--- src/cri_consts.vh ---
`ifndef CRI_CONSTS_VH
`define CRI_CONSTS_VH
// ==========================================================
// Slot layout (byte offsets within one 12-byte slot)
`define CRI_SLOT_BYTES      16'h000c
`define CRI_W_CTRL          16'h0000
`define CRI_W_BLK_LOC       16'h0002
`define CRI_W_TAG_HI        16'h0004
`define CRI_W_TAG_LO        16'h0006
`define CRI_W_LEN_Q         16'h0008
`define CRI_W_RSVD          16'h000a
// ==========================================================
// Control word fields
`define CRI_LAUNCH_BIT      0
`define CRI_ABORT_ACK_BIT   1
`define CRI_URGENT_BIT      2
`define CRI_REMOTE_BIT      4
`define CRI_QUEUE_MAX       4'he
// ==========================================================
// Own command registers (word addresses)
`define CRI_R_CTRL          4'h0
`define CRI_R_RING_BASE     4'h1
`define CRI_R_RING_COUNT    4'h2
`define CRI_R_MASTER_BASE   4'h3
`define CRI_R_BLK_LOC       4'h4
`define CRI_R_TAG_HI        4'h5
`define CRI_R_TAG_LO        4'h6
`define CRI_R_LEN_Q         4'h7
`define CRI_R_FLAGS         4'h8
`define CRI_R_STATUS        4'h9
`define CRI_R_SLOT_IDX      4'ha
// ==========================================================
// Reset values
`define CRI_RST_RING_BASE   16'h0000
`define CRI_RST_RING_COUNT  16'h0001
`define CRI_RST_MASTER_BASE 16'h0000
// ==========================================================
// Timing: launch poll interval
`define CRI_POLL_NS         1000
`define CRI_CLK_NS          10
`define CRI_POLL_CYC        (`CRI_POLL_NS / `CRI_CLK_NS)
`endif

--- src/cri_poll_tick.v ---
`timescale 1ns/1ps
`include "cri_consts.vh"
// ==========================================================
// Poll divider: one-cycle enable pulse
module cri_poll_tick #(
   parameter CYCLES = `CRI_POLL_CYC
) (
   ref_clk,
   rst_b,
   tick
);
   input  wire        ref_clk;
   input  wire        rst_b;
   output reg         tick;
   reg    [15:0]      cnt_r;
   always @(posedge ref_clk) begin
      if (!rst_b) begin
         cnt_r <= 16'h0000;
         tick  <= 1'b0;
      end else if (cnt_r == CYCLES[15:0] - 16'h0001) begin
         cnt_r <= 16'h0000;
         tick  <= 1'b1;
      end else begin
         cnt_r <= cnt_r + 16'h0001;
         tick  <= 1'b0;
      end
   end
endmodule

--- src/cri_slot_ptr.v ---
`timescale 1ns/1ps
`include "cri_consts.vh"
// ==========================================================
// Circular slot index and slot byte address
module cri_slot_ptr (
   ref_clk,
   rst_b,
   clear,
   advance,
   count,
   base,
   idx,
   addr
);
   input  wire        ref_clk;
   input  wire        rst_b;
   input  wire        clear;
   input  wire        advance;
   input  wire [15:0] count;
   input  wire [15:0] base;
   output reg  [15:0] idx;
   output wire [15:0] addr;
   wire   [31:0]      prod;
   assign prod = idx * `CRI_SLOT_BYTES;
   assign addr = base + prod[15:0];
   always @(posedge ref_clk) begin
      if (!rst_b || clear) begin
         idx <= 16'h0000;
      end else if (advance) begin
         // Wrap keeps circular fill order
         if (idx + 16'h0001 >= count)
            idx <= 16'h0000;
         else
            idx <= idx + 16'h0001;
      end
   end
endmodule

--- src/cri_host.v ---
// The placing of the registers and the address-and-strobe port were decided locally.
`timescale 1ns/1ps
`include "cri_consts.vh"
module cri_host #(
   parameter POLL_CYCLES = `CRI_POLL_CYC
) (
   ref_clk,
   rst_b,
   sw_addr,
   sw_wdata,
   sw_wr,
   sw_rd,
   sw_rdata,
   mem_addr,
   mem_wdata,
   mem_wr,
   mem_rd,
   mem_rdata
);
   input  wire        ref_clk;
   input  wire        rst_b;
   input  wire [3:0]  sw_addr;
   input  wire [15:0] sw_wdata;
   input  wire        sw_wr;
   input  wire        sw_rd;
   output reg  [15:0] sw_rdata;
   output reg  [15:0] mem_addr;
   output reg  [15:0] mem_wdata;
   output reg         mem_wr;
   output reg         mem_rd;
   input  wire [15:0] mem_rdata;

   // ==========================================================
   // States
   localparam S_IDLE   = 8'b00000001;
   localparam S_CHKRD  = 8'b00000010;
   localparam S_CHKWT  = 8'b00000100;
   localparam S_HOLD   = 8'b00001000;
   localparam S_WRITE  = 8'b00010000;
   localparam S_LAUNCH = 8'b00100000;
   localparam S_WAITP  = 8'b01000000;
   localparam S_DONE   = 8'b10000000;

   reg    [7:0]       st_r;
   reg                queued_r;
   reg    [15:0]      ring_base_r;
   reg    [15:0]      ring_count_r;
   reg    [15:0]      master_base_r;
   reg    [15:0]      blk_loc_r;
   reg    [15:0]      tag_hi_r;
   reg    [15:0]      tag_lo_r;
   reg    [15:0]      len_q_r;
   reg                f_abort_r;
   reg                f_urgent_r;
   reg                f_remote_r;
   reg                pend_r;
   reg                busy_r;
   reg                full_r;
   reg                done_r;
   reg                bad_r;
   reg                use_master_r;
   reg    [2:0]       widx_r;
   reg    [15:0]      slot_addr_r;
   wire   [15:0]      ring_idx;
   wire   [15:0]      ring_addr;
   wire               tick;
   wire               advance;
   wire   [15:0]      ctrl_word;
   wire               go_wr;

   // ==========================================================
   // Control word build
   function [15:0] cri_ctrl;
      input remote;
      input abort_ack;
      input urgent;
      begin
         cri_ctrl = 16'h0000;
         cri_ctrl[`CRI_LAUNCH_BIT] = 1'b1;
         if (remote) begin
            // Other bits are ignored in remote mode, so keep them clear
            cri_ctrl[`CRI_REMOTE_BIT] = 1'b1;
         end else begin
            cri_ctrl[`CRI_ABORT_ACK_BIT] = abort_ack;
            cri_ctrl[`CRI_URGENT_BIT] = urgent;
         end
      end
   endfunction

   // ==========================================================
   // Byte address of one word of the current slot
   function [15:0] cri_word_addr;
      input [15:0] slot;
      input [15:0] off;
      begin
         cri_word_addr = slot + off;
      end
   endfunction

   assign ctrl_word = cri_ctrl(f_remote_r, f_abort_r, f_urgent_r);
   assign go_wr = sw_wr && (sw_addr == `CRI_R_CTRL) && sw_wdata[0] && !busy_r;
   assign advance = (st_r == S_LAUNCH) && !use_master_r;

   cri_poll_tick #(
      .CYCLES (POLL_CYCLES)
   ) u_tick (
      .ref_clk (ref_clk),
      .rst_b   (rst_b),
      .tick    (tick)
   );

   cri_slot_ptr u_ptr (
      .ref_clk (ref_clk),
      .rst_b   (rst_b),
      .clear   (sw_wr && sw_addr == `CRI_R_RING_COUNT),
      .advance (advance),
      .count   (ring_count_r),
      .base    (ring_base_r),
      .idx     (ring_idx),
      .addr    (ring_addr)
   );

   // ==========================================================
   // Software registers
   always @(posedge ref_clk) begin
      if (!rst_b) begin
         sw_rdata      <= 16'h0000;
         queued_r      <= 1'b0;
         ring_base_r   <= `CRI_RST_RING_BASE;
         ring_count_r  <= `CRI_RST_RING_COUNT;
         master_base_r <= `CRI_RST_MASTER_BASE;
         blk_loc_r     <= 16'h0000;
         tag_hi_r      <= 16'h0000;
         tag_lo_r      <= 16'h0000;
         len_q_r       <= 16'h0000;
         f_abort_r     <= 1'b0;
         f_urgent_r    <= 1'b0;
         f_remote_r    <= 1'b0;
      end else begin
         if (sw_wr) begin
            case (sw_addr)
               `CRI_R_CTRL:        queued_r <= sw_wdata[1];
               `CRI_R_RING_BASE:   ring_base_r <= sw_wdata;
               // Zero count would be illegal; clamp to one
               `CRI_R_RING_COUNT:  ring_count_r <= (sw_wdata == 16'h0000) ?
                                                   16'h0001 : sw_wdata;
               `CRI_R_MASTER_BASE: master_base_r <= sw_wdata;
               `CRI_R_BLK_LOC:     blk_loc_r <= sw_wdata;
               `CRI_R_TAG_HI:      tag_hi_r <= sw_wdata;
               `CRI_R_TAG_LO:      tag_lo_r <= sw_wdata;
               // Reserved bits 4..7 forced to zero
               `CRI_R_LEN_Q:       len_q_r <= {sw_wdata[15:8], 4'h0, sw_wdata[3:0]};
               `CRI_R_FLAGS: begin
                  f_abort_r  <= sw_wdata[0];
                  f_urgent_r <= sw_wdata[1];
                  f_remote_r <= sw_wdata[2];
               end
               default: ;
            endcase
         end
         if (sw_rd) begin
            case (sw_addr)
               `CRI_R_CTRL:        sw_rdata <= {15'h0000, queued_r};
               `CRI_R_RING_BASE:   sw_rdata <= ring_base_r;
               `CRI_R_RING_COUNT:  sw_rdata <= ring_count_r;
               `CRI_R_MASTER_BASE: sw_rdata <= master_base_r;
               `CRI_R_BLK_LOC:     sw_rdata <= blk_loc_r;
               `CRI_R_TAG_HI:      sw_rdata <= tag_hi_r;
               `CRI_R_TAG_LO:      sw_rdata <= tag_lo_r;
               `CRI_R_LEN_Q:       sw_rdata <= len_q_r;
               `CRI_R_FLAGS:       sw_rdata <= {13'h0000, f_remote_r, f_urgent_r,
                                                f_abort_r};
               `CRI_R_STATUS:      sw_rdata <= {12'h000, bad_r, done_r, full_r,
                                                busy_r};
               `CRI_R_SLOT_IDX:    sw_rdata <= ring_idx;
               default:            sw_rdata <= 16'h0000;
            endcase
         end else begin
            sw_rdata <= 16'h0000;
         end
      end
   end

   // ==========================================================
   // Go request; a new go wins over the clear in the same cycle
   always @(posedge ref_clk) begin
      if (!rst_b) begin
         pend_r <= 1'b0;
      end else if (go_wr) begin
         pend_r <= 1'b1;
      end else if (st_r == S_IDLE) begin
         // Cleared on a refused queue too, so no stale go survives
         pend_r <= 1'b0;
      end
   end

   // ==========================================================
   // Issue sequencer
   always @(posedge ref_clk) begin
      if (!rst_b) begin
         st_r         <= S_IDLE;
         mem_addr     <= 16'h0000;
         mem_wdata    <= 16'h0000;
         mem_wr       <= 1'b0;
         mem_rd       <= 1'b0;
         busy_r       <= 1'b0;
         full_r       <= 1'b0;
         done_r       <= 1'b0;
         bad_r        <= 1'b0;
         use_master_r <= 1'b0;
         widx_r       <= 3'h0;
         slot_addr_r  <= 16'h0000;
      end else begin
         mem_wr <= 1'b0;
         mem_rd <= 1'b0;
         case (st_r)
            S_IDLE: begin
               if (pend_r) begin
                  busy_r <= 1'b1;
                  done_r <= 1'b0;
                  // Queue numbers above 0xE are refused
                  if (len_q_r[3:0] > `CRI_QUEUE_MAX) begin
                     bad_r  <= 1'b1;
                     busy_r <= 1'b0;
                  end else begin
                     bad_r <= 1'b0;
                     // Master slot until queued mode
                     use_master_r <= !queued_r;
                     slot_addr_r  <= queued_r ? ring_addr : master_base_r;
                     st_r         <= S_CHKRD;
                  end
               end
            end
            S_CHKRD: begin
               mem_addr <= cri_word_addr(slot_addr_r, `CRI_W_CTRL);
               mem_rd   <= 1'b1;
               st_r     <= S_CHKWT;
            end
            S_CHKWT: begin
               // Read data stands one cycle only, so look exactly once
               if (!mem_rd) begin
                  // Launch flag still set: slot in use, wait
                  if (mem_rdata[`CRI_LAUNCH_BIT]) begin
                     full_r <= 1'b1;
                     st_r   <= S_HOLD;
                  end else begin
                     full_r <= 1'b0;
                     widx_r <= 3'h0;
                     st_r   <= S_WRITE;
                  end
               end
            end
            S_HOLD: begin
               // Slot still owned: read again at the next poll tick
               if (tick)
                  st_r <= S_CHKRD;
            end
            S_WRITE: begin
               // Words 1..5 first; control word is last
               mem_wr <= 1'b1;
               case (widx_r)
                  3'h0: begin
                     mem_addr  <= cri_word_addr(slot_addr_r, `CRI_W_BLK_LOC);
                     mem_wdata <= blk_loc_r;
                  end
                  3'h1: begin
                     mem_addr  <= cri_word_addr(slot_addr_r, `CRI_W_TAG_HI);
                     mem_wdata <= tag_hi_r;
                  end
                  3'h2: begin
                     mem_addr  <= cri_word_addr(slot_addr_r, `CRI_W_TAG_LO);
                     mem_wdata <= tag_lo_r;
                  end
                  3'h3: begin
                     mem_addr  <= cri_word_addr(slot_addr_r, `CRI_W_LEN_Q);
                     mem_wdata <= len_q_r;
                  end
                  default: begin
                     mem_addr  <= cri_word_addr(slot_addr_r, `CRI_W_RSVD);
                     mem_wdata <= 16'h0000;
                  end
               endcase
               if (widx_r == 3'h4)
                  st_r <= S_LAUNCH;
               widx_r <= widx_r + 3'h1;
            end
            S_LAUNCH: begin
               // Next ring slot taken in circular order
               mem_wr    <= 1'b1;
               mem_addr  <= cri_word_addr(slot_addr_r, `CRI_W_CTRL);
               mem_wdata <= ctrl_word;
               st_r      <= S_WAITP;
            end
            S_WAITP: begin
               // Wait for the device to free the slot
               // No time limit: a device that never frees keeps busy up
               if (tick) begin
                  mem_addr <= cri_word_addr(slot_addr_r, `CRI_W_CTRL);
                  mem_rd   <= 1'b1;
                  st_r     <= S_DONE;
               end
            end
            S_DONE: begin
               if (!mem_rd) begin
                  if (mem_rdata[`CRI_LAUNCH_BIT]) begin
                     st_r <= S_WAITP;
                  end else begin
                     busy_r <= 1'b0;
                     done_r <= 1'b1;
                     st_r   <= S_IDLE;
                  end
               end
            end
            default: st_r <= S_IDLE;
         endcase
      end
   end
endmodule

--- config.mk ---
export PLATFORM = sky130hd
export DESIGN_NAME = cri_host
export DESIGN_NICKNAME = d
export VERILOG_FILES = /design/src/cri_poll_tick.v /design/src/cri_slot_ptr.v /design/src/cri_host.v
export VERILOG_INCLUDE_DIRS = /design/src
export SDC_FILE = /design/constraint.sdc
export NUM_CORES = 1
export LEC_CHECK = 0
export ABC_AREA = 1
export BUFFER_PORTS_ARGS = -buffer_cell sky130_fd_sc_hd__buf_2
export CELL_PAD_IN_SITES_DETAIL_PLACEMENT = 1
export CELL_PAD_IN_SITES_GLOBAL_PLACEMENT = 1
export CORE_ASPECT_RATIO = 1.2
export CORE_MARGIN = 10
export CORE_UTILIZATION = 41
export DETAILED_ROUTE_END_ITERATION = 8
export HOLD_SLACK_MARGIN = 0.1
export PLACE_DENSITY = 0.71
export SLEW_MARGIN = 20
export SYNTH_ARGS = -nofsm -noshare
export SYNTH_HDL_FRONTEND = slang
export SYNTH_HIERARCHICAL = 1
export SYNTH_SLANG_ARGS = --single-unit
--- constraint.sdc ---
create_clock -name ref_clk -period 3.8 [get_ports ref_clk]
set_input_delay 0.95 -clock ref_clk [delete_from_list [all_inputs] [get_ports ref_clk]]
set_output_delay 0.95 -clock ref_clk [all_outputs]
set_load 0.005 [all_outputs]
==> results of run 1 <==
[stage by stage]
step | total power [µW] | instance area (µm²) | hold slack (ns) | worst slack [ns]
finish | 5889 | 14260 | 0.4525 | 0.3803
global route | 6150 | 14260 | 0.4683 | 0.005181
global placement | 3436 | 13410 | 0.4332 | 0.2420
floorplan | 3182 | 12720 | 0.4240 | 0.5874
CTS | 5933 | 14230 | 0.4493 | 0.07344
detailed placement | 3461 | 13410 | 0.4404 | 0.1103
[routing by layer]
| metal | vias to the layer above | part of all wire [%] |
|---|---|---|
| met5 | - | 0 |
| met4 | 0 | 3.1 |
| met3 | 74 | 4.6 |
| met2 | 283 | 49 |
| met1 | 6074 | 43 |
| li1 | 6211 | - |
[how the worst min path moves through the flow]
stage | from | endpoint | slack (ns) | cells after the start
after floorplan | use_master_r$_SDFFE_PN0P_ | use_master_r$_SDFFE_PN0P_ | 0.42 | 2
after global routing | use_master_r$_SDFFE_PN0P_ | use_master_r$_SDFFE_PN0P_ | 0.47 | 2
final | use_master_r$_SDFFE_PN0P_ | use_master_r$_SDFFE_PN0P_ | 0.45 | 2
after global placement | use_master_r$_SDFFE_PN0P_ | use_master_r$_SDFFE_PN0P_ | 0.43 | 2
after detailed placement | use_master_r$_SDFFE_PN0P_ | use_master_r$_SDFFE_PN0P_ | 0.44 | 2
after CTS | use_master_r$_SDFFE_PN0P_ | use_master_r$_SDFFE_PN0P_ | 0.45 | 2
[final cells by class]
type | instances | area share [%]
clock inverters | 7 | 0.5000
flip-flops and latches | 228 | 32.01
well taps | 396 | 3.474
repair buffers | 102 | 4.088
clock buffers | 36 | 5.246
inverters | 244 | 6.430
multi-input cells | 1289 | 48.25
[Yosys cell counts, types with 4 or more instances]
library cell  number  share of area [%]
nor3_1            16               0.63
buf_2             15               0.59
dfxtp_1          228                 36
clkbuf_1          54                1.6
a31oi_1            9               0.44
o21ai_1            6               0.24
a21oi_1          213                8.4
nand3b_1           5               0.30
nand4_1           24                1.2
nand3_2            4               0.31
o21ai_0          190                7.5
nand3_1          119                4.7
nor3_2             4               0.31
xnor2_1           13               0.90
buf_4              6               0.35
a21oi_2            6               0.41
o22ai_1           53                2.6
nor2_4             8               0.71
inv_1            230                6.8
nor2_1           143                4.2
ha_1              54                5.3
inv_2             11               0.32
nor4_1             8               0.39
nand2_2           10               0.49
nand2_1          329                9.7
nor2_2            15               0.74
xor2_1            25                1.7
[worst register-to-register path, delay by kind of cell, from the launching register on]
family / cells / cell delay (ns)
AND/OR/NAND/NOR: 12 / 1.14
AO/OA/AOI/OAI: 6 / 0.89
adder cells (fa/ha/maj): 2 / 0.85
flip-flops: 1 / 0.39
[sequential cells by signal, indices dropped and copies added (netlist names), 3 cells and up]
name,flops
blk_loc_r,16
len_q_r,12
master_base_r,16
mem_addr,16
mem_wdata,16
ring_base_r,16
ring_count_r,16
slot_addr_r,16
st_r,8
sw_rdata,16
tag_hi_r,16
tag_lo_r,16
u_ptr/idx,16
u_tick/cnt_r,16
widx_r,3
[power by group through the flow]
stage          clock [µW]  sequential, µW  combinational (µW)
2_1_floorplan           0            2590                 594
3_3_place_gp            0            2600                 838
3_5_place_dp            0            2600                 859
4_1_cts              2520            2550                 864
5_1_grt              2610            2560                 973
6_report             2480            2550                 860
[logic make-up (layout without fill, tap and decap cells)]
| group | Yosys count | after routing | share of synthesized area [%] |
|---|---|---|---|
| AND/OR/NAND/NOR | 695 | 695 | 24.45 |
| AO/OA/AOI/OAI | 498 | 498 | 20.98 |
| buffers and inverters | 324 | 389 | 10.16 |
| flip-flops | 228 | 228 | 35.88 |
| adder cells (fa/ha/maj) | 57 | 57 | 5.783 |
| XOR/XNOR | 39 | 39 | 2.744 |
[what timing repair did]
item	4_1_cts	5_1_grt
setup endpoints to repair	0	4
setup buffers	0	2
resized for setup	0	6
==> metrics.md, run 1 <==
| Metric | Value |
|---|---|
| Status | finished, final reports clean |
| Fillers | 3996 |
| Register area | between 0.004 and 0.005 mm² |
| FF-to-FF Start | u_ptr/idx[4]$_SDFFE_PP0P_ |
| Vias in the first global route | approximately 13000 |
| Unrepaired setup endpoints after global routing | false |
| Finished Core Util | between 40% and 50% |
| Grt met3 use | slightly above 3% |
| Vias per cell | 5.492 |
| Drt initial violations | 787 |
| Syn_nets | ~1900 |
| Final net count | 1988 |
| Drt first pass iters | 7 |
| Layout cells sized above 1 | between 10% and 20% |
| Per-cell routed wire length | around 20 µm |
| Final hold violation count | 0 |
| Comb power frac | between 10% and 20% |
| Die height | roughly 210 µm |
| R2R Path End | slot_addr_r[15]$_SDFFE_PN0P_ |
| Most frequent cells in the layout | nand2_1 (329), inv_1 (229), dfxtp_1 (227), a21oi_1 (213), o21ai_0 (190) |
| Worst slew pin tran | 0.8558 ns |
| Number of cells on the critical path | 20 |
| Number of buffers created by CTS | 26 |
| Timing endpoint of the critical path | slot_addr_r[15]$_SDFFE_PN0P_ |
| Seq cells post-synth | 228 |
| Worst setup EP type | flip-flop |
| Worst Hold Class | reg2reg |
| I/O Buffers | 74 |
| ANT cells | 0 |
| Clock power share | between 40 and 50% |
| Static leakage | 0.005858 µW |
| Die ar. | 0.03850 mm² |
| Most common cell after layout, fill and taps aside | nand2_1 |
| # clock sinks | about 230 |
| Hold Buf Count CTS | 0 |
| Period utilisation layout | 89.99% |
| Psw | 1726 µW |
| Crit path DAT | 3.82 ns |
| Pins Over Slew Limit | 0 |
| DRC | 0 |
| Final setup viols | 0 |
| Crit-path max cell delay | ~0.46 ns |
| Root buffer cell | clkbuf_16 |
| Slew HR | a little over two fifths |
| Placed cells | approximately 2300 |
| GRT busiest layer | met2 |
| Area grow syn2layout | 12.13% |
| Clk_lat worst skew | roughly 0.56 ns |
| Worst-path cell chain | ha_1 -> nand2_1 -> o21ai_4 -> nand3_1 -> o21bai_2 -> nand2_1 -> nand3_1 -> nand2_1 -> ha_2 -> nand2_1 -> nor2_2 -> nand4_1 -> a21oi_1 -> nor2_1 -> nand3_1 -> nand2_1 -> nand2_1 -> o21ai_0 -> o21ai_0 -> a21oi_1 |
| Initial antenna violation count | 0 |
| Maxcap violations | 0 |
| Critical Path RT | about 4.2 ns |
| Power per cell area | roughly 410 mW/mm² |
| GRT met2 Usage | 42.11% |
| Sequential area share after synthesis | a little over a third |
| GRT Total Usage | a little under a quarter |
| Synthesized area | around 0.013 mm² |
| TritonCTS clock tree | yes |
| Clock transition at path regs | about 0.06 ns |
| Clock buffer depth | 3 |
| Critical path launch point | u_ptr/idx[4]$_SDFFE_PP0P_ |
| EDFF count, synth | 0 |
| GP Congestion | ~0.9 |
| Cell Rows | 70 |
| Maximum VDD drop | 0.0003547 V |
| Global route overflow | 0 |
| Final Skew | approximately 0.022 ns |
| Final std cells w/o fill | 2302 |
| Synthesis Warnings | 6 |
| Worst setup path class | reg2reg |
| Net Sw Frac | between 20 and 30% |
| First-pass GRT wire length | roughly 74000 µm |
| Crit path launch type | flip-flop |
| Final WL | 47050 µm |
| Flop pwr share | a little over two fifths |
| Area of the multi-input gates | roughly 0.007 mm² |
| Mapped Avg Cell Area | between 6 and 7 µm² |
| R2r setup slk | approximately 0.38 ns |
| Sum Neg Setup Slack | 0 ns |
| Internal power | 4163 µW |
| Met1 usage | 28.95% |
| Top_reg_cell synth | dfxtp_1 |
| Core region area | 0.03057 mm² |
| Crit path time final | 3.420 ns |
| Synth cell types | 53 |
| Dpl hpwl | approximately 36000 µm |
| Worst Reg-to-Reg Cells | 20 |
| Critical path peak fanout | 5 |
| FMAX | about 0.29 GHz |
| Vias | ~13000 |
| Most Frequent Cell on Critical Path | nand2_1 |
| Final ANT Viol Nets | 0 |
| # IOs | 90 |
| Slowest-stage cell, CP | ha_1 |
| CP delay by family, top | simple AND/OR/NAND/NOR gates |
| CP bufs+invs | 0 |
| Fraction of registers with async set or reset after synthesis | 0% |
| H-tree depth | 1 |
| Largest net degree at the start of global routing | 44 |
| Die width | between 150 and 200 µm |
| Initial Utilization | between 40% and 50% |
| Cells after Synth | 1841 |
Power figures use the tool's default switching activity.
==> run 2, diff against run 1 <==
Settings changed: CELL_PAD_IN_SITES_DETAIL_PLACEMENT 1 to 0.
==> run 2 against run 1 <==
- global-route usage is 1.6 points lower
- combinational power is 2% lower
- worst setup slack worse by 0.0029 ns
- sequential share of layout area is 0.17 points lower
- critical path depth stayed put
- register-to-register slack hardly changed
- core utilization is 0.25 points higher
- sequential cell count stayed put
- power is 2.7% higher
- via count is 3.1% lower
- critical path type unchanged
==> metrics.md, run 2 (synthesized netlist as in run 1, its figures left out) <==
| Metric | Value |
|---|---|
| Clock transition at path regs | approximately 0.06 ns |
| Worst Hold Class | reg2reg |
| CP delay by family, top | simple AND/OR/NAND/NOR gates |
| Critical Path RT | 4.21 ns |
| GP Congestion | a little over 0.9 |
| Final WL | ~44000 µm |
| GRT met2 Usage | between 30% and 40% |
| Area grow syn2layout | 12.74% |
| Finished Core Util | between 40% and 50% |
| Grt met3 use | 3.014% |
| I/O Buffers | 74 |
| Crit path launch type | flip-flop |
| Global route overflow | 0 |
| Final hold violation count | 0 |
| Critical path peak fanout | 6 |
| Vias per cell | ~5.3 |
| Layout cells sized above 1 | 11.66% |
| Period utilisation layout | between 90% and 100% |
| GRT busiest layer | met2 |
| Most frequent cells in the layout | nand2_1 (329), inv_1 (229), dfxtp_1 (227), a21oi_1 (213), o21ai_0 (190) |
| Core region area | slightly above 0.03 mm² |
| # IOs | 90 |
| Status | finished, final reports clean |
| Worst-path cell chain | inv_1 -> fa_1 -> o21ai_4 -> nand3_1 -> o21bai_2 -> nand2_1 -> nand3_1 -> nand2_1 -> ha_2 -> nand2_1 -> nor2_1 -> nand4_1 -> a21oi_1 -> nor2_1 -> nand3_1 -> nand2_1 -> nand2_1 -> o21ai_0 -> o21ai_0 -> a21oi_1 |
| Root buffer cell | clkbuf_16 |
| Number of buffers created by CTS | 27 |
| Slew HR | between 40% and 50% |
| TritonCTS clock tree | yes |
| Crit path DAT | between 3 and 4 ns |
| Hold Buf Count CTS | 0 |
| Maxcap violations | 0 |
| Slowest-stage cell, CP | dfxtp_1 |
| First-pass GRT wire length | between 60000 and 70000 µm |
| Worst setup EP type | flip-flop |
| Initial antenna violation count | 0 |
| Power per cell area | approximately 420 mW/mm² |
| Drt initial violations | between 1000 and 1500 |
| Final Skew | 0.01947 ns |
| Final setup viols | 0 |
| Largest net degree at the start of global routing | 44 |
| R2r setup slk | 0.38 ns |
| Crit path time final | 3.423 ns |
| Static leakage | between 0.005 and 0.006 µW |
| Crit-path max cell delay | around 0.47 ns |
| Cell Rows | 70 |
| Die ar. | approximately 0.039 mm² |
| Vias in the first global route | 11650 |
| Per-cell routed wire length | approximately 19 µm |
| Worst slew pin tran | 0.8792 ns |
| Final ANT Viol Nets | 0 |
| Maximum VDD drop | 0.0004623 V |
| Power after layout | between 6000 and 7000 µW |
| DRC | 0 |
| Initial Utilization | a little over two fifths |
| # clock sinks | approximately 230 |
| CP bufs+invs | 1 |
| Worst setup path class | reg2reg |
| Die height | approximately 210 µm |
| GRT Total Usage | 22.13% |
| H-tree depth | 1 |
| Met1 usage | 27.97% |
| Pins Over Slew Limit | 0 |
| Clock buffer depth | 3 |
| ANT cells | 0 |
| Drt first pass iters | 8 |
| Dpl hpwl | 33410 µm |
| Die width | roughly 180 µm |
| Final net count | 1989 |
| Clk_lat worst skew | 0.56 ns |
| FMAX | 0.2922 GHz |
| Most Frequent Cell on Critical Path | nand2_1 |
| Most common cell after layout, fill and taps aside | nand2_1 |
| Sum Neg Setup Slack | 0 ns |
| Vias | approximately 12000 |
-- run 2: cell count changes in the layout (fill, tap and decap cells not counted), sizes merged --
cell      change
clkbuf        -1
bufinv        +2
clkinv        +1
inv           +1
clkinvlp      +3
-- run 2: worst min-delay path: cells and delay by family, from the launching register on --
family	cells	cell delay, ns
flops	1	0.31
buf+inv	1	0.05
compound gates	1	0.05
-- run 2: metal layers --
layer / part of all wire [%] / routed length (µm) / up-vias
met1: 44 / 19390 / 5634
met4: 2.6 / 1127 / 0
met5: 0 / 0 / -
met3: 5.0 / 2208 / 59
li1: - / - / 6211
met2: 49 / 21410 / 348
-- run 2: stage by stage --
stage	instance area [µm²]	hold WS [ns]	worst slack, ns	instances
final	14340	0.4513	0.3774	2308
after global routing	14340	0.4731	-0.01152	2308
after CTS	14310	0.4516	0.1668	2306
after detailed placement	13410	0.4407	0.1897	2257
after global placement	13410	0.4332	0.2420	2257
after floorplan	12720	0.4240	0.5874	1841
-- run 2: final cells by class --
type	count	area (µm²)
tap	396	495.5
fill	3250	16230
multi-input combinational	1289	6878
timing repair buffer	102	583.1
clock inverter	14	156.4
clock buffer	35	745.7
sequential	228	4566
inverter	244	917.1
-- run 2: final timing paths --
check                            start                           end  depth (start not counted)
max          u_ptr/idx[2]$_SDFFE_PP0P_  slot_addr_r[15]$_SDFFE_PN0P_                         20
min          use_master_r$_SDFFE_PN0P_     use_master_r$_SDFFE_PN0P_                          2
max reg2reg  u_ptr/idx[2]$_SDFFE_PP0P_  slot_addr_r[15]$_SDFFE_PN0P_                         20
min reg2reg  use_master_r$_SDFFE_PN0P_     use_master_r$_SDFFE_PN0P_                          2
-- run 2: power breakdown --
| group | switching (µW) | internal [µW] |
|---|---|---|
| Combinational | 596 | 246 |
| Sequential | 62.1 | 2490 |
| Clock | 1080 | 1580 |
| Total | 1730 | 4320 |
-- run 2: repair_timing --
action | 4_1_cts | 5_1_grt
gates resized for setup | 0 | 4
setup endpoints to repair | 0 | 1
buffers inserted | 0 | 2
==> run 3, diff against run 2 <==
Settings changed: ABC_AREA 1 to unset, BUFFER_PORTS_ARGS -buffer_cell sky130_fd_sc_hd__buf_2 to -buffer_cell sky130_fd_sc_hd__buf_4, PLACE_DENSITY 0.71 to 0.69.
==> run 3 against run 2 <==
- die area fell by 4.0%
- core utilization rose by 0.46 points
- worst setup slack got worse by 0.25 ns
- global-route usage fell by 0.52 points
- clock-buffer cell count rose by 2
- area after synthesis fell by 4.4%
- register-to-register slack got worse by 0.25 ns
- combinational power fell by 52%
- critical path type unchanged
- largest power group unchanged
==> metrics.md, run 3 <==
| Metric | Value |
|---|---|
| Most common cell after layout, fill and taps aside | nand2_1 |
| # clock sinks | 228 |
| Die width | 177.2 µm |
| Most Frequent Cell on Critical Path | xnor2_1 |
| Largest net degree at the start of global routing | 74 |
| Cell Rows | 69 |
| H-tree depth | 1 |
| Drt first pass iters | 7 |
| Worst Hold Class | reg2reg |
| Sum Neg Setup Slack | 0 ns |
| Seq cells post-synth | around 230 |
| Dpl hpwl | 29500 µm |
| Crit path time final | 3.675 ns |
| Critical Path RT | between 4 and 5 ns |
| Clock transition at path regs | roughly 0.06 ns |
| Fraction of registers with async set or reset after synthesis | 0% |
| CP delay by family, top | compound AO/OA/AOI/OAI gates |
| Maxcap violations | 0 |
| Clock buffer depth | 3 |
| Initial antenna violation count | 0 |
| Synthesis Warnings | 6 |
| Period utilisation layout | approximately 97% |
| GRT Total Usage | a little over a fifth |
| Crit path launch type | flip-flop |
| EDFF count, synth | 0 |
| FMAX | about 0.27 GHz |
| Synth top area share | 37.55% |
| Placed Area | 0.01305 mm² |
| Per-cell routed wire length | 21.03 µm |
| Synth cell count leaders | nand2_1 (270), dfxtp_1 (228), a21oi_1 (178), nor2_1 (118), clkbuf_1 (77) |
| Worst setup EP type | flip-flop |
| Crit-path max cell delay | approximately 0.43 ns |
| Number of buffers created by CTS | 27 |
| Status | finished, final reports clean |
| I/O Buffers | 74 |
| Mapped Avg Cell Area | 7.998 µm² |
| Cells after Synth | between 1500 and 2000 |
| Most frequent cells in the layout | nand2_1 (270), dfxtp_1 (228), a21oi_1 (177), buf_4 (117), nor2_1 (116) |
| DRC | 0 |
| TritonCTS clock tree | yes |
| Final WL | 41320 µm |
| Initial Utilization | 41.29% |
| Post-synth top area cell | dfxtp_1 |
| Vias in the first global route | ~11000 |
| Power after layout | 5487 µW |
| Layout cells sized above 1 | 12.00% |
| Final hold violation count | 0 |
| Slowest-stage cell, CP | or4_4 |
| Syn_nets | ~1600 |
| Vias per cell | about 5.7 |
| Final Skew | 0.01115 ns |
| Maximum VDD drop | roughly 0.00034 V |
| Critical path peak fanout | 4 |
| R2r setup slk | 0.12 ns |
| Clk_lat worst skew | about 0.57 ns |
| Final ANT Viol Nets | 0 |
| Die ar. | about 0.037 mm² |
| Top_reg_cell synth | dfxtp_1 |
| Final setup viols | 0 |
| Drt initial violations | 946 |
| Final net count | ~1700 |
| GP Congestion | roughly 0.92 |
| Root buffer cell | clkbuf_16 |
| Worst-path cell chain | ha_1 -> nor2b_1 -> o31a_1 -> or4_4 -> a31o_2 -> a31oi_1 -> xnor2_1 -> ha_1 -> nand2_1 -> nor2_2 -> nand3_1 -> o221ai_2 -> xnor2_1 -> xnor2_1 -> mux2i_1 -> a211oi_1 |
| Worst setup path class | reg2reg |
| Most frequent cell after synthesis | nand2_1 |
| Area grow syn2layout | 14.73% |
| Hold_ws | roughly 0.45 ns |
| Die height | around 210 µm |
| Hold Buf Count CTS | 0 |
| Finished Core Util | 47.38% |
| Crit path DAT | slightly above 4 ns |
| Global route overflow | 0 |
| Post-route cell area | 0.01395 mm² |
| Pins Over Slew Limit | 0 |
| Core region area | 0.02944 mm² |
| Static leakage | 0.005051 µW |
| CP bufs+invs | 0 |
| Vias | 11260 |
| Worst slew pin tran | between 0.9 and 1 ns |
| Synth cell types | 80 |
| Power per cell area | around 400 mW/mm² |
| Synthesized area | 0.01216 mm² |
| # IOs | 90 |
| Area contributors post-synth | dfxtp_1 (38%), nand2_1 (8.3%), a21oi_1 (7.3%) |
| Slew HR | between 30% and 40% |
| Sequential area share after synthesis | a little under two fifths |
| ANT cells | 0 |
| First-pass GRT wire length | 63660 µm |
[run 3: cell count changes after synthesis, moves of 35 or more]
cell	delta
a21oi_1	-35
o22ai_1	-52
o21ai_0	-143
inv_1	-190
nand3_1	-80
a31oi_1	+41
nand2_1	-59
a22oi_1	+65
[run 3: worst paths after layout]
kind,end,startpoint,depth (start not counted)
worst max register to register,slot_addr_r[15]$_SDFFE_PN0P_,u_ptr/idx[2]$_SDFFE_PP0P_,16
worst min register to register,mem_addr[11]$_SDFFE_PN0P_,mem_addr[11]$_SDFFE_PN0P_,2
worst max-delay path,slot_addr_r[15]$_SDFFE_PN0P_,u_ptr/idx[2]$_SDFFE_PP0P_,16
worst min-delay path,mem_addr[11]$_SDFFE_PN0P_,mem_addr[11]$_SDFFE_PN0P_,2
[run 3: per-layer routing]
metal  track usage [%]  part of all wire (%)
met2             37.51                    49
met1             26.60                    42
met3             2.543                   5.1
met4             8.157                   3.5
met5                 0                     0
[run 3: per-stage QoR]
| stage | instances | setup slack [ns] |
|---|---|---|
| after global routing | 1965 | -0.003195 |
| after CTS | 1963 | 0.04611 |
| after detailed placement | 1916 | 0.06822 |
| after floorplan | 1520 | 0.2134 |
| final | 1965 | 0.1247 |
| after global placement | 1916 | 0.1187 |
[run 3: tightest hold or removal path, delay by kind of cell (launching register included)]
family / cells / cell delay [ns]
AO/OA/AOI/OAI: 1 / 0.05
flip-flops: 1 / 0.31
AND/OR/NAND/NOR: 1 / 0.05
[run 3: cell type report]
class                      instances  area, µm²
tap                              390      488.0
timing repair buffer             119      918.4
inverter                          43      163.9
clock buffer                      37      743.2
multi-input combinational       1138       6949
sequential                       228       4564
clock inverter                    10      120.1
fill                            2954      15490
[run 3: power breakdown]
part           switching (µW)  internal, µW  leakage (µW)
clock                    1090          1500      0.000420
combinational             262           143       0.00279
sequential               62.0          2430       0.00184
[run 3: timing repair]
item                                    in CTS  in global routing
buffers inserted                             0                  2
endpoints found under the setup margin       0                  2
gates resized for setup                      0                  7
endpoints found under the hold margin        0                  0
[run 3: logic make-up after synthesis]
logic type / Yosys count / share of synthesized area, %
AOI/OAI and AO/OA: 465 / 24.91
xor gates and xnor gates: 54 / 3.890
adders and majority gates: 57 / 6.052
buffers and inverters: 154 / 5.589
DFF: 228 / 37.55
muxes: 23 / 1.904
and+or+nand+nor: 539 / 20.11
